`config.mk`:
```
export PLATFORM = sky130hd
export DESIGN_NAME = fpm_page_ctrl
export DESIGN_NICKNAME = d
export VERILOG_FILES = /design/src/hw/page_tracker.v /design/src/hw/fpm_page_ctrl.v
export VERILOG_INCLUDE_DIRS = /design/src /design/src/hw
export SDC_FILE = /design/constraint.sdc
export NUM_CORES = 1
export LEC_CHECK = 0
export BUFFER_PORTS_ARGS = -buffer_cell sky130_fd_sc_hd__buf_4
export CELL_PAD_IN_SITES_DETAIL_PLACEMENT = 1
export CELL_PAD_IN_SITES_GLOBAL_PLACEMENT = 2
export CORE_MARGIN = 3
export CORE_UTILIZATION = 34
export CTS_CLUSTER_DIAMETER = 150
export DETAILED_ROUTE_END_ITERATION = 12
export MAX_ROUTING_LAYER = met4
export PLACE_DENSITY = 0.88
export RECOVER_POWER = 50
export SYNTH_ARGS = -nofsm -noshare
export SYNTH_HDL_FRONTEND = slang
export SYNTH_SLANG_ARGS = --single-unit
```
`constraint.sdc`:
```
create_clock -name ref_clk -period 2.77 [get_ports ref_clk]
set_input_delay 0.1385 -clock ref_clk [delete_from_list [all_inputs] [get_ports ref_clk]]
set_output_delay 0.1385 -clock ref_clk [all_outputs]
set_load 0.01 [all_outputs]
```
`src/hw/fpm_dram_regs.vh`:
```
// constants for the fast-page dram page controller
// assumes inclusion by bare name from the design files under hw/
`ifndef FPM_DRAM_REGS_VH
`define FPM_DRAM_REGS_VH
// ==================================================
// size codes
`define SIZE_LONG 2'h0
`define SIZE_BYTE 2'h1
`define SIZE_WORD 2'h2
// ==================================================
// address field positions
`define ADDR_HI 27
`define ADDR_LO 9
`define ROW_BITS 19
// ==================================================
// timing: clock period and ras precharge in ns, counts in clocks
`define CLK_PERIOD_NS 10
`define RAS_PRE_NS 10
`define RAS_PRE_CYC ((`RAS_PRE_NS + `CLK_PERIOD_NS - 1) / `CLK_PERIOD_NS)
`define HIT_GAP_CYC 2
`define CAS_PRE_DEFAULT 4'h1
`endif

```
`src/hw/page_tracker.v`:
```
// per-bank open-page record with row comparison
// assumes requests and updates come from the same ref_clk domain
`timescale 1ns/1ps
`include "fpm_dram_regs.vh"
module page_tracker #(
  parameter BANKS = 2,
  parameter ROW_W = `ROW_BITS
) (
  // clock and reset
  input wire ref_clk,
  input wire rst,
  // lookup
  input wire [0:0] look_bank,
  input wire [ROW_W-1:0] look_row,
  output wire look_open,
  output wire look_hit,
  output wire any_open,
  // update
  input wire open_set,
  input wire [0:0] set_bank,
  input wire [ROW_W-1:0] set_row,
  input wire close_all
);
  reg [BANKS-1:0] open_reg;
  reg [ROW_W-1:0] row_mem [0:BANKS-1];
  genvar b;
  generate
    for (b = 0; b < BANKS; b = b + 1) begin : g_bank
      always @(posedge ref_clk) begin
        if (rst || close_all) begin
          open_reg[b] <= 1'b0;
        end else if (open_set && set_bank == b) begin
          open_reg[b] <= 1'b1;
          row_mem[b] <= set_row;
        end
      end
    end
  endgenerate
  assign look_open = open_reg[look_bank];
  assign look_hit = look_open && (row_mem[look_bank] == look_row);
  assign any_open = |open_reg;
endmodule

```
`src/hw/fpm_page_ctrl.v`:
```
// fast-page-mode dram page controller: sequencing, miss handling,
// and page close on loss of bus mastership.
// assumes core request fields held stable until ack; bus_grant_n and
// dram data arrive from pins; other inputs from ref_clk logic.
// half-clock events use a falling-edge strobe register.
// Contract
// - new-page write: row, write low, size, start
// - row strobe half clock after start
// - clock two: start off, column, data high
// - 16-bit port: low two column strobes
// - ack in third clock, completes next edge
// - fourth clock: ack, cas off; ras held
// - page hit two clocks after end, column
// - page hit then follows new-page sequence
// - same-bank row miss waits ras precharge
// - other bank starts without precharge delay
// - fastest miss: one precharge plus three
// - byte read: write high, cas0, top lane
// - read data captured edge after ack
// - miss: ras off next cycle, then reopen
// - page-miss writes time like reads
// - losing mastership precharges open page
// - dram transfer active: bd held till done
// - non-dram active: precharge next cycle
// - idle: release, bd off, ras off
// - lock bit set keeps mastership, page
// - external master uses burst page behaviour
// - burst page closes row after burst
// - page hit waits cas precharge time
`timescale 1ns/1ps
`include "fpm_dram_regs.vh"
module fpm_page_ctrl #(
  parameter ROW_W = `ROW_BITS,
  parameter CAS_PRE_W = 4
) (
  // clock and reset
  input wire ref_clk,
  input wire rst,
  // core request path
  input wire req_valid,
  input wire req_write,
  input wire req_ext_master,
  input wire req_bank,
  input wire [ROW_W-1:0] req_row,
  input wire [ROW_W-1:0] req_col,
  input wire [1:0] req_size,
  input wire [1:0] req_port,
  input wire [31:0] req_wdata,
  output wire req_ready,
  output reg [31:0] rd_data,
  output reg rd_valid,
  output wire int_ack,
  // configuration
  input wire bus_lock_bit,
  input wire [CAS_PRE_W-1:0] cas_pre_cycles,
  // non-dram bus activity
  input wire nondram_busy,
  // bus arbitration
  input wire bus_grant_n,
  output wire bus_driven_n,
  // dram pins
  output reg [`ADDR_HI:`ADDR_LO] addr_out,
  output wire addr_oe,
  output reg mem_write_n,
  output reg [1:0] transfer_size_code,
  output reg transfer_start_n,
  output wire [1:0] ras_n,
  output wire [3:0] cas_n,
  output reg [31:0] data_out,
  output reg data_oe,
  input wire [31:0] data_in
);
  // ==================================================
  // states
  localparam S_IDLE = 3'h0;
  localparam S_PRE = 3'h1;
  localparam S_T1 = 3'h2;
  localparam S_T2 = 3'h3;
  localparam S_T3 = 3'h4;
  localparam S_T4 = 3'h5;
  localparam S_OFF = 3'h6;
  localparam [CAS_PRE_W-1:0] PRE_LOAD = `RAS_PRE_CYC - 1;
  localparam [CAS_PRE_W-1:0] GAP_LOAD = `HIT_GAP_CYC - 1;

  // ==================================================
  // grant synchroniser (pin)
  reg bg_meta_reg;
  reg bg_sync_reg;
  reg bg_prev_reg;
  always @(posedge ref_clk) begin
    if (rst) begin
      bg_meta_reg <= 1'b0;
      bg_sync_reg <= 1'b0;
      bg_prev_reg <= 1'b0;
    end else begin
      bg_meta_reg <= bus_grant_n;
      bg_sync_reg <= bg_meta_reg;
      bg_prev_reg <= bg_sync_reg;
    end
  end
  wire granted = ~bg_sync_reg;
  // read data lanes from pins, two flops before use
  reg [31:0] din_meta_reg;
  reg [31:0] din_sync_reg;
  always @(posedge ref_clk) begin
    din_meta_reg <= data_in;
    din_sync_reg <= din_meta_reg;
  end

  // ==================================================
  // state and datapath registers
  reg [2:0] state_reg, state_next;
  reg ras_hi_reg;  // rising-edge part of ras request
  reg [1:0] ras_bank_reg;
  reg [1:0] ras_fall_reg;
  reg cas_en_reg;
  reg [3:0] cas_mask_reg;
  reg [3:0] cas_fall_reg;
  reg ack_reg;
  reg new_page_reg;
  reg cur_bank_reg;
  reg cur_write_reg;
  reg cur_burst_reg;
  reg [ROW_W-1:0] cur_row_reg;
  reg [ROW_W-1:0] cur_col_reg;
  reg [31:0] cur_wdata_reg;
  reg [1:0] cur_port_reg;
  reg [CAS_PRE_W-1:0] gap_cnt_reg;
  reg [CAS_PRE_W-1:0] pre_cnt_reg;
  reg mastership_reg;
  reg release_pend_reg;
  reg capture_reg;

  wire look_open;
  wire look_hit;
  wire any_open;
  reg open_set;
  reg close_all;

  page_tracker #(.BANKS(2), .ROW_W(ROW_W)) u_track (
    .ref_clk(ref_clk),
    .rst(rst),
    .look_bank(req_bank),
    .look_row(req_row),
    .look_open(look_open),
    .look_hit(look_hit),
    .any_open(any_open),
    .open_set(open_set),
    .set_bank(cur_bank_reg),
    .set_row(cur_row_reg),
    .close_all(close_all)
  );

  // ==================================================
  // mastership: lock bit keeps the bus after grant goes away
  wire lost = ~granted & ~bus_lock_bit;
  wire dram_active = (state_reg != S_IDLE) && (state_reg != S_OFF);
  wire idle_ok = (state_reg == S_IDLE) && mastership_reg;
  wire gap_ok = (gap_cnt_reg == {CAS_PRE_W{1'b0}});
  // a hit needs the gap and the cas precharge count to expire
  wire req_go = req_valid && idle_ok && !lost && gap_ok;
  wire req_miss = look_open && !look_hit;
  assign req_ready = (state_reg == S_T3);
  assign int_ack = ack_reg;
  assign bus_driven_n = ~mastership_reg;
  assign addr_oe = mastership_reg;
  assign ras_n = ~(ras_bank_reg & {2{ras_hi_reg}} & (ras_fall_reg |
    ~({2{new_page_reg}} & (2'h1 << cur_bank_reg))));
  assign cas_n = ~cas_fall_reg;

  // byte lanes: 32-bit port all, 16-bit low two, 8-bit lowest
  function [3:0] cas_for_port;
    input [1:0] port;
    begin
      case (port)
        2'h1: cas_for_port = 4'h1;
        2'h2: cas_for_port = 4'h3;
        default: cas_for_port = 4'hf;
      endcase
    end
  endfunction

  // ==================================================
  // next state
  always @* begin
    state_next = state_reg;
    case (state_reg)
      S_IDLE: begin
        if (!mastership_reg) begin
          state_next = S_IDLE;
        end else if (lost && !nondram_busy) begin
          state_next = S_OFF;
        end else if (req_go) begin
          state_next = req_miss ? S_PRE : S_T1;
        end
      end
      S_PRE: begin
        if (pre_cnt_reg == {CAS_PRE_W{1'b0}}) begin
          state_next = S_T1;
        end
      end
      S_T1: state_next = S_T2;
      S_T2: state_next = S_T3;
      S_T3: state_next = S_T4;
      S_T4: state_next = S_IDLE;
      S_OFF: state_next = S_IDLE;
      default: state_next = S_IDLE;
    endcase
  end

  // ==================================================
  // rising-edge sequencing
  always @(posedge ref_clk) begin
    if (rst) begin
      state_reg <= S_IDLE;
      ras_hi_reg <= 1'b0;
      ras_bank_reg <= 2'h0;
      cas_en_reg <= 1'b0;
      cas_mask_reg <= 4'h0;
      ack_reg <= 1'b0;
      new_page_reg <= 1'b0;
      cur_bank_reg <= 1'b0;
      cur_write_reg <= 1'b0;
      cur_burst_reg <= 1'b0;
      cur_row_reg <= {ROW_W{1'b0}};
      cur_col_reg <= {ROW_W{1'b0}};
      cur_wdata_reg <= 32'h0;
      cur_port_reg <= 2'h0;
      gap_cnt_reg <= {CAS_PRE_W{1'b0}};
      pre_cnt_reg <= {CAS_PRE_W{1'b0}};
      mastership_reg <= 1'b1;
      release_pend_reg <= 1'b0;
      capture_reg <= 1'b0;
      addr_out <= {ROW_W{1'b0}};
      mem_write_n <= 1'b1;
      transfer_size_code <= `SIZE_LONG;
      transfer_start_n <= 1'b1;
      data_out <= 32'h0;
      data_oe <= 1'b0;
      rd_data <= 32'h0;
      rd_valid <= 1'b0;
    end else begin
      state_reg <= state_next;
      transfer_start_n <= 1'b1;
      ack_reg <= 1'b0;
      capture_reg <= ack_reg && !cur_write_reg;
      rd_valid <= 1'b0;
      if (capture_reg) begin
        rd_data <= din_sync_reg;
        rd_valid <= 1'b1;
      end
      if (gap_cnt_reg != {CAS_PRE_W{1'b0}}) begin
        gap_cnt_reg <= gap_cnt_reg - 1'b1;
      end
      if (pre_cnt_reg != {CAS_PRE_W{1'b0}}) begin
        pre_cnt_reg <= pre_cnt_reg - 1'b1;
      end
      // grant regained: take the bus back
      if (!mastership_reg && granted) begin
        mastership_reg <= 1'b1;
      end
      // non-dram or dram transfer pending when grant went away
      if (lost && bg_sync_reg && !bg_prev_reg && any_open) begin
        if (nondram_busy && !dram_active) begin
          ras_hi_reg <= 1'b0;
          release_pend_reg <= 1'b1;
        end else if (dram_active) begin
          release_pend_reg <= 1'b1;
        end
      end
      if (release_pend_reg && !nondram_busy && !dram_active) begin
        mastership_reg <= 1'b0;
        ras_hi_reg <= 1'b0;
        release_pend_reg <= 1'b0;
      end
      case (state_reg)
        S_IDLE: begin
          if (state_next == S_OFF) begin
            ras_hi_reg <= 1'b0;
            mastership_reg <= 1'b0;
          end else if (state_next == S_PRE) begin
            ras_hi_reg <= 1'b0;
            pre_cnt_reg <= PRE_LOAD;
          end
          if (req_go) begin
            cur_bank_reg <= req_bank;
            cur_write_reg <= req_write;
            cur_burst_reg <= req_ext_master;
            cur_row_reg <= req_row;
            cur_col_reg <= req_col;
            cur_wdata_reg <= req_wdata;
            cur_port_reg <= req_port;
            cas_mask_reg <= cas_for_port(req_port);
            new_page_reg <= !look_hit;
            transfer_size_code <= req_size;
          end
          if (req_go && state_next == S_T1) begin
            transfer_start_n <= 1'b0;
            mem_write_n <= ~req_write;
            addr_out <= look_hit ? req_col : req_row;
            ras_bank_reg <= (ras_bank_reg & {2{ras_hi_reg}}) |
              (2'h1 << req_bank);
            ras_hi_reg <= 1'b1;
          end
        end
        S_PRE: begin
          if (state_next == S_T1) begin
            transfer_start_n <= 1'b0;
            mem_write_n <= ~cur_write_reg;
            addr_out <= cur_row_reg;
            ras_bank_reg <= 2'h1 << cur_bank_reg;
            ras_hi_reg <= 1'b1;
          end
        end
        S_T1: begin
          addr_out <= cur_col_reg;
          // writes: data one clock after start, strobes that low phase
          data_oe <= cur_write_reg;
          data_out <= (cur_port_reg == 2'h1) ?
            {cur_wdata_reg[7:0], 24'h0} :
            (cur_port_reg == 2'h2) ?
            {cur_wdata_reg[15:0], 16'h0} : cur_wdata_reg;
          cas_en_reg <= 1'b1;
        end
        S_T2: begin
          ack_reg <= 1'b1;
        end
        S_T3: begin
          cas_en_reg <= 1'b0;
          new_page_reg <= 1'b0;
        end
        S_T4: begin
          data_oe <= 1'b0;
          gap_cnt_reg <= cas_pre_cycles + GAP_LOAD;
          if (cur_burst_reg) begin
            ras_hi_reg <= 1'b0;
          end
        end
        default: begin
        end
      endcase
    end
  end

  // ==================================================
  // tracker updates
  always @* begin
    open_set = (state_reg == S_T3) && !cur_burst_reg;
    close_all = (state_reg == S_PRE) ||
      (state_reg == S_T4 && cur_burst_reg) ||
      (state_reg == S_OFF) ||
      (release_pend_reg && !nondram_busy && !dram_active) ||
      (lost && bg_sync_reg && !bg_prev_reg && nondram_busy && !dram_active);
  end

  // ==================================================
  // falling-edge half-clock strobes
  always @(negedge ref_clk) begin
    if (rst) begin
      ras_fall_reg <= 2'h0;
      cas_fall_reg <= 4'h0;
    end else begin
      ras_fall_reg <= ras_bank_reg & {2{ras_hi_reg}};
      cas_fall_reg <= cas_en_reg ? cas_mask_reg : 4'h0;
    end
  end
endmodule

```
==> reports/qor.csv, run 1 <==
metric,value,unit
clkPwrFrac,0.329,
run_status,"complete, but fails checks",
switching_share,0.3352,
power_frac_comb,0.276,
synth.area.top_cells,"dfxtp_1, edfxtp_1, nand2_1, mux2i_1, a21oi_1",
peakVddDrop,0.0005379,V
holdWs,28.65,ps
wire_per_inst,19.02,um
htree_num_levels,1,
p_int,9391,uW
relSlewSlack,-0.3933,
syn_inst,1125,
core,0.03172,mm2
drive_gt1_frac,0.1694,
grt_pass1_wl,55110,um
cts_buffer_depth,3,
ys_ff_latch,299,
first_global_vias,10060,
fin_util,0.4742,
die_area,0.03461,mm2
cap_viol_max_count,1,
largest_reg_flops,38,
fin_skew,41.56,ps
cp.required,2630,ps
synth_area,0.01102,mm2
die_x,186.0,um
slew_viol_final,173,
regMostFlops,u_track.row_mem,
violations,"capacitance limit, slew limit, setup timing",
grt_max_degree,173,
ant_nets,0,
synth_seq_area_share,0.5777,
drt_iter0_markers,465,
yosysWarningCount,0,
final_hold_viol_count,0,
area_growth,36.48,%
drt-pass1-iter-count,4,
gp_congestion,0.7432,
syn_nets,1249,
worstSetupPathType,reg -> out,
viasPerCell,5.029,
p_per_area,939.3,mW/mm2
grt_overflow,0,
grt_usage,0.2061,
antenna_found_initial,1,
cts_sinks,299,
cts_made_buffers,31,
hpwl,22530,um
path_clk_slew,60,ps
num_vias,9389,
finalNetCount,1564,
worstSetupEndpointType,output port,
p_leak,0.005710,uW
port_buffers,217,
clkLatencyLatePin,600,ps
synth.top_cell.area_share,0.4742,
row_count,65,
die_h,186.0,um
cts_tree,done,
tightest_slew,2090,ps
finalWirelength,35510,um
syn_area_per_cell,9.795,um2
worstPathMaxFanout,1,
pwr-share-seq,0.395,
yosysUniqueCellTypes,45,
rsz0062_at_grt,yes,
ios,218,
worstSetupStartpointType,register,
worst_slack,-19.27,ps
drc,0,
crit_arrival,2650,ps
hp-class,in -> reg,
p_sw,4735,uW
start_util,0.3474,
yosysTopAreaCell,dfxtp_1,
setup_viol,1,
clock_tree.root_cell,clkbuf_16,
-- worst paths after layout --
check / start / to / slack [ps] / cells past startpoint
worst max-delay path: ras_fall_reg[0] / ras_n[0] / -20 / 2
worst min-delay path: cas_pre_cycles[1] / gap_cnt_reg[1] / 30 / 4
worst max register to register: u_track.row_mem[1][3] / addr_out[9] / 200 / 8
worst min register to register: din_meta_reg[28] / din_sync_reg[28] / 320 / 0
-- timing repair --
item	in CTS	in global routing
cloned	0	0
hold endpoints to repair	137	0
hold buffers	114	0
pin swaps	0	1
endpoints found under the setup margin	1	2
gates resized for setup	2	0
buffers inserted	0	1
-- synth_stat cells --
cell type / instances
dfxtp_1: 261
clkbuf_1: 63
or3_1: 6
xnor2_1: 21
nor4_1: 4
nor4b_1: 1
nor2_1: 96
edfxtp_1: 38
a31oi_1: 1
o21ba_2: 1
ha_1: 5
nor2b_1: 20
nand2b_1: 6
a22oi_1: 35
nand4_1: 1
buf_2: 9
a21o_1: 3
nor3_1: 38
o21ai_0: 9
or3b_2: 1
o311ai_0: 1
inv_1: 15
and2_1: 5
nor3_2: 1
buf_4: 2
buf_1: 5
a31o_2: 1
o22ai_1: 1
o2bb2ai_1: 1
o311a_1: 1
a311oi_1: 19
mux2i_1: 61
nand3b_1: 3
a211oi_1: 20
buf_6: 3
nor3b_1: 3
o211ai_1: 2
a21oi_1: 99
o21bai_1: 1
mux2_2: 28
nand3_1: 6
o32ai_1: 2
nand2_1: 212
xor2_1: 5
a221oi_1: 9
-- metal layers --
metal | GRT usage | vias up | part of all wire
li1 | - | 4506 | -
met1 | 0.2407 | 4579 | 0.41
met2 | 0.3627 | 241 | 0.51
met3 | 0.03635 | 63 | 0.051
met4 | 0.06226 | 0 | 0.030
met5 | - | - | 0
-- power by group through the flow --
stage	Combinational, uW	Sequential (uW)	Clock, uW
final	3900	5580	4650
after CTS	4090	5580	4760
after floorplan	2410	5560	13.5
after global placement	3770	5630	13.5
after detailed placement	3940	5660	13.5
after global routing	4330	5660	4940
-- worst max-delay path: stages, from the launching register on --
cell	delay (ps)
dfxtp_1	290
o311ai_2	210
buf_4	170
-- cell usage in the layout (no fill, tap or decap), types with 4 or more instances in the layout --
cell / count
clkbuf_4: 32
nor2b_1: 18
dlygate4sd3_1: 114
nor2_1: 95
nand2_1: 212
mux2_2: 28
a221oi_1: 9
clkinv_4: 4
buf_4: 116
mux2i_1: 61
dfxtp_1: 260
nor4_1: 4
nor3_1: 36
nand3_1: 6
or3_1: 5
a311oi_1: 19
edfxtp_1: 38
clkbuf_1: 94
xor2_1: 5
a21oi_1: 99
a211oi_1: 20
xnor2_1: 21
clkinv_2: 6
o21ai_0: 9
clkbuf_16: 31
and2_1: 5
nand2b_1: 6
inv_1: 19
ha_1: 5
a22oi_1: 35
bufinv_16: 7
-- stage by stage --
step / total power [uW] / setup slack, ps / cell area, um2 / setup TNS [ps] / cells
2_1_floorplan: 7978 / 249.4 / 11020 / 0 / 1125
3_3_place_gp: 9419 / 141.7 / 13090 / 0 / 1690
3_5_place_dp: 9614 / 7.818 / 13090 / 0 / 1690
4_1_cts: 14430 / -45.98 / 15400 / -45.98 / 1865
5_1_grt: 14930 / -110.9 / 15040 / -136.0 / 1867
6_report: 14130 / -19.27 / 15040 / -19.27 / 1867
-- logic make-up (layout without fill, tap and decap cells) --
kind of cell,Yosys count,in the layout,share of synthesized area
AND/OR/NAND/NOR,403,403,0.1553
flip-flops,299,299,0.5777
AO/OA/AOI/OAI,206,206,0.1198
buffers and inverters,97,436,0.03679
multiplexers,89,89,0.08402
XOR/XNOR,26,26,0.02067
adder cells (fa/ha/maj),5,5,0.005677
other,0,1,0
-- area by class of cell --
type	instances	area (um2)
Antenna cell	1	2.502
Tap cell	402	503.0
Inverter	14	52.55
Sequential cell	299	6367
Clock inverter	28	352.8
Multi-Input combinational cell	729	4274
Timing Repair Buffer	360	2670
Clock buffer	34	817.0
Fill cell	3524	16680
No activity file was read; power rests on OpenSTA's default activity.
==> run 2: changes to the inputs <==
ABC_AREA = 1   (was unset)
CORE_UTILIZATION = 32   (was 34)
SKIP_LAST_GASP = 1   (was unset)
==> reports/qor.csv, run 2 <==
metric,value,unit,change
gp_congestion,0.7877,,+6.0%
htree_num_levels,2,,+1
cts_sinks,299,,unchanged
viasPerCell,4.754,,-5.5%
crit_end,ras_n[1],,
port_buffers,217,,unchanged
rr_endpoint,addr_out[10],,
regMostFlops,u_track.row_mem,,
ant_nets,0,,unchanged
antenna_found_initial,4,,+3
crit_arrival,2600,ps,-50 ps
synth.area.top_cells,"dfxtp_1, edfxtp_1, o21ai_0, nand2_1, nor2_1",,
worstSetupStartpointType,register,,
grt_pass1_wl,57510,um,+4.4%
grt_overflow,0,,unchanged
synth_area,0.01097,mm2,-0.44%
tightest_slew,908.0,ps,-1182 ps
place_area,0.01304,mm2,-0.32%
setup_viol,0,,-1
post-cts-setup-buffers,0,,unchanged
final_hold_viol_count,0,,unchanged
p_per_area,920.2,mW/mm2,-2.0%
relSlewSlack,0.3947,,+0.7880
dp_worst_setup_slack,75.94,ps,+68.12 ps
yosysMostFrequentCell,dfxtp_1,,
r2r_cells,14,,+6
worstSetupPathType,reg -> out,,
row_count,67,,+3.1%
place_inst,1913,,+13%
async_flop_share,0,,unchanged
yosysUniqueCellTypes,39,,-13%
wire_per_inst,17.24,um,-9.3%
synth_top_family_by_area,simple AND/OR/NAND/NOR gates,,
path_cells,o311ai_2 > buf_4,,
cts_made_buffers,36,,+16%
run_status,finished clean,,
synth_common_cells,"dfxtp_1, nand2_1, o21ai_0",,
peakVddDrop,0.0005006,V,-6.9%
worstSetupEndpointType,output port,,
clkPwrFrac,0.341,,+0.012
slew_viol_final,0,,-100%
ios,218,,unchanged
multi_input_area,0.003830,mm2,-10%
finalNetCount,1747,,+12%
area_growth,37.27,%,
cp.required,2630,ps,about the same
fin_skew,71.07,ps,+29.51 ps
design_area,0.01506,mm2,+0.13%
largest_reg_flops,38,,unchanged
synth_edf_count,38,,unchanged
cts_buffer_depth,3,,unchanged
cts_tree,done,,
clkLatencyLatePin,570,ps,-30 ps
drive_gt1_frac,0.1360,,-0.03339
fin_cells,2099,,+12%
r2r_setup_slack,230,ps,+30 ps
drt_iter0_markers,430,,-7.5%
synth_xor_area_frac,0.004790,,-0.01588
synth_fa_ha_area_frac,0.005703,,+0.00002525
grt_max_degree,120,,-31%
num_vias,9979,,+6.3%
yosysTopAreaCell,dfxtp_1,,
first_global_vias,10610,,+5.4%
die_area,0.03654,mm2,+5.6%
grt_usage,0.2025,,-0.003593
mostFrequentLayoutCells,"dfxtp_1, o21ai_0, nand2_1, nor2_1, inv_1",,
max_stage_delay,290,ps,about the same
drc,0,,unchanged
seq_area,0.006366,mm2,about the same
fill_cells,4036,,+15%
cp_slowest_cell,dfxtp_1,,
rsz0062_at_grt,yes,,
cap_viol_max_count,0,,-1
synth_seq_area_share,0.5803,,+0.002570
ys_dominant_reg_cell,dfxtp_1,,
clock_tree.root_cell,clkbuf_16,,
p_int,9280,uW,-1.2%
critPathLaunch,ras_fall_reg[1],,
hp-class,in -> reg,,
syn_nets,1425,,+14%
pwr-share-seq,0.407,,+0.012
p_sw,4577,uW,-3.3%
holdWs,27.09,ps,-1.554 ps
start_util,0.3255,,-0.02188
path_clk_slew,60,ps,about the same
synth-simple-area-share,0.1755,,+0.02019
yosysWarningCount,0,,unchanged
power_frac_comb,0.252,,-0.024
finalWirelength,36190,um,+1.9%
drt-pass1-iter-count,5,,+1
worstPathMaxFanout,1,,unchanged
core,0.03370,mm2,+6.2%
die_h,191.2,um,+2.8%
p_leak,0.006198,uW,+8.6%
die_x,191.2,um,+2.8%
ys_ff_latch,299,,unchanged
final_common_cell,dfxtp_1,,
worst_slack,32.03,ps,+51.30 ps
holdPathStages,4,,unchanged
hpwl,23540,um,+4.5%
switching_share,0.3303,,-0.004893
synthMuxAreaShare,0,,-0.08402
r2r-start,state_reg[0],,
syn_area_per_cell,8.432,um2,-14%
syn_inst,1301,,+16%
synth_compound_area_frac,0.1605,,+0.04068
synth.top_cell.area_share,0.4763,,+0.002109
==> run 2: cell types whose count changed after synthesis, moves of 28 or more <==
cell / change
o21ai_0: +178
a22oi_1: -35
mux2_2: -28
nand3_1: +42
nor2_1: +75
inv_1: +105
mux2i_1: -61
==> run 2: cell families after synthesis <==
family | Yosys count
flops | 299
simple gates | 456
buf+inv | 199
compound gates | 336
xor+xnor | 6
fa+ha+maj | 5
==> run 2: layout make-up <==
| type | count | share of cell area |
|---|---|---|
| Antenna cell | 4 | 0.0006647 |
| Clock buffer | 50 | 0.06871 |
| Clock inverter | 17 | 0.01072 |
| Inverter | 123 | 0.03107 |
| Multi-Input combinational cell | 803 | 0.2543 |
| Sequential cell | 299 | 0.4227 |
| Tap cell | 448 | 0.03722 |
| Timing Repair Buffer | 355 | 0.1746 |
==> run 2: how the worst min path moves through the flow <==
stage / to / start
3_5_place_dp: din_meta_reg[21] / data_in[21]
6_report: gap_cnt_reg[3] / cas_pre_cycles[3]
2_1_floorplan: din_meta_reg[0] / data_in[0]
3_3_place_gp: din_meta_reg[1] / data_in[1]
4_1_cts: gap_cnt_reg[3] / cas_pre_cycles[3]
5_1_grt: gap_cnt_reg[3] / cas_pre_cycles[3]
==> run 2: timing repair <==
item                                   4_1_cts  5_1_grt
hold buffers                               116        0
pin swaps                                    2        0
endpoints found under the hold margin      119        0
gates resized for setup                      1        4
setup endpoints to repair                    2       20
==> run 2: power by group through the flow <==
stage	Combinational (uW)	Sequential [uW]	Clock (uW)
floorplan	2200	5660	13.5
global placement	3400	5700	13.5
detailed placement	3500	5740	13.5
CTS	3670	5650	4840
global route	3980	5740	5050
finish	3490	5650	4720
==> run 2: per-stage QoR <==
step	util	total power [uW]	setup TNS [ps]
floorplan	-	7878	0
global placement	0.3871	9113	0
detailed placement	0.3871	9249	0
CTS	0.4569	14160	-21.82
global route	0.4469	14780	-102.4
finish	0.4469	13860	0
==> run 2: routing by layer <==
metal / track usage / part of all wire / vias up
met2: 0.3445 / 0.49 / 212
met5: - / 0 / -
li1: - / - / 4942
met1: 0.2471 / 0.43 / 4767
met4: 0.05363 / 0.024 / 0
met3: 0.03906 / 0.051 / 58
==> run 2: critical path: cells and delay by family, from the launching register on <==
| family | cells | cell delay [ps] |
|---|---|---|
| flip-flops | 1 | 290 |
| AO/OA/AOI/OAI | 1 | 200 |
| buffers and inverters | 1 | 160 |
==> run 3: changes to the inputs <==
PLACE_DENSITY = 0.87   (was 0.88)
==> reports/qor.csv, run 3 (same netlist as run 2, synthesis figures left out) <==
metric,value,unit,change
core,0.03370,mm2,unchanged
grt_usage,0.1997,,-0.002803
clkLatencyLatePin,560,ps,about the same
holdWs,31.12,ps,+4.031 ps
first_global_vias,10540,,-0.71%
viasPerCell,4.763,,+0.20%
num_vias,9970,,-0.090%
drt-pass1-iter-count,5,,unchanged
rr_endpoint,data_out[14],,
cts_buffer_depth,3,,unchanged
holdCritStartpoint,cas_pre_cycles[3],,
worstSetupPathType,reg -> out,,
relSlewSlack,0.03671,,-0.3580
place_inst,1912,,-0.052%
cap_viol_max_count,0,,unchanged
tns,0,ps,unchanged
final_common_cell,dfxtp_1,,
cp_slowest_cell,dfxtp_1,,
die_area,0.03654,mm2,unchanged
finalWirelength,35830,um,-1.0%
port_buffers,217,,unchanged
regMostFlops,u_track.row_mem,,
rsz0062_at_grt,yes,,
path_cells,o311ai_2 > buf_4,,
fin_skew,64.93,ps,-6.144 ps
cp.required,2630,ps,about the same
die_x,191.2,um,unchanged
ios,218,,unchanged
hp-class,in -> reg,,
p_per_area,929.7,mW/mm2,+1.0%
ant_nets,0,,unchanged
critPathLaunch,ras_fall_reg[1],,
start_util,0.3255,,unchanged
drt_iter0_markers,433,,+0.70%
tightest_slew,1445,ps,+537.0 ps
grt_overflow,0,,unchanged
antenna_found_initial,3,,-1
p_leak,0.006179,uW,-0.31%
final_hold_viol_count,0,,unchanged
r2r-start,state_reg[1],,
mostFrequentLayoutCells,"dfxtp_1, o21ai_0, nand2_1, nor2_1, inv_1",,
fill_cells,4006,,-0.74%
worstPathMaxFanout,1,,unchanged
setup_viol,0,,unchanged
drive_gt1_frac,0.1358,,-0.0001949
fin_cells,2093,,-0.29%
cts_sinks,299,,unchanged
row_count,67,,unchanged
r2r_cells,8,,-6
grt_max_degree,120,,unchanged
finalNetCount,1743,,-0.23%
max_stage_delay,300,ps,about the same
htree_num_levels,2,,unchanged
crit_arrival,2620,ps,+20 ps
peakVddDrop,0.0005129,V,+2.4%
area_growth,37.20,%,about the same
path_clk_slew,60,ps,about the same
r2r_setup_slack,250,ps,+20 ps
worstSetupEndpointType,output port,,
clock_tree.root_cell,clkbuf_16,,
grt_pass1_wl,56720,um,-1.4%
drc,0,,unchanged
worstSetupStartpointType,register,,
cts_made_buffers,35,,-2.8%
cts_tree,done,,
slew_viol_final,0,,unchanged
hpwl,23150,um,-1.7%
run_status,finished clean,,
die_h,191.2,um,unchanged
largest_reg_flops,38,,unchanged
wire_per_inst,17.12,um,-0.71%
gp_congestion,0.8090,,+2.7%
crit_end,ras_n[1],,
==> run 3: per-layer routing <==
metal  global-route usage  part of all wire  routed length, um  vias to the layer above
li1                     -                 -                  -                     4921
met1               0.2433              0.44              15710                     4795
met2               0.3376              0.49              17540                      203
met3              0.04438             0.052               1849                       51
met4              0.04911             0.020                718                        0
met5                    -                 0                  0                        -
==> run 3: worst min path at each step <==
stage	to	slack, ps	depth (start not counted)
after floorplan	din_meta_reg[0]	170	0
after global placement	din_meta_reg[5]	240	1
after detailed placement	din_meta_reg[6]	240	1
after CTS	gap_cnt_reg[3]	7	4
after global routing	gap_cnt_reg[3]	30	4
final	gap_cnt_reg[3]	30	4
==> run 3: critical path: cells and delay by family (launching register included) <==
family,cells,cell delay (ps)
compound gates,1,210
flops,1,300
buf+inv,1,170
==> run 3: cell type report <==
class | instances | area [um2] | share of cell area
well taps | 448 | 560.5 | 0.03724
repair buffers | 352 | 2608 | 0.1732
inverters | 123 | 467.9 | 0.03109
clock buffers | 46 | 1012 | 0.06725
multi-input cells | 803 | 3827 | 0.2543
flip-flops and latches | 299 | 6366 | 0.4229
clock inverters | 19 | 202.7 | 0.01347
diodes | 3 | 7.507 | 0.0004988
==> run 3: where the power goes <==
group / total [uW] / internal, uW / switching, uW
Sequential: 5650 / 5210 / 436
Combinational: 3550 / 1200 / 2350
Clock: 4800 / 2960 / 1840
==> run 3: stage by stage <==
| step | area, um2 | util | setup slack [ps] | total power (uW) |
|---|---|---|---|---|
| floorplan | 10970 | - | 317.6 | 7878 |
| global placement | 13050 | 0.3872 | 226.2 | 9157 |
| detailed placement | 13050 | 0.3872 | 184.5 | 9320 |
| CTS | 15410 | 0.4574 | -24.41 | 14320 |
| global route | 15050 | 0.4466 | -63.89 | 14900 |
| finish | 15050 | 0.4466 | 10.12 | 13990 |
==> run 3: timing repair <==
action / in CTS / in global routing
gates resized for setup: 3 / 1
setup endpoints to repair: 2 / 14
pin swaps: 2 / 0
hold buffers: 114 / 0
hold endpoints to repair: 118 / 0
setup buffers: 0 / 0
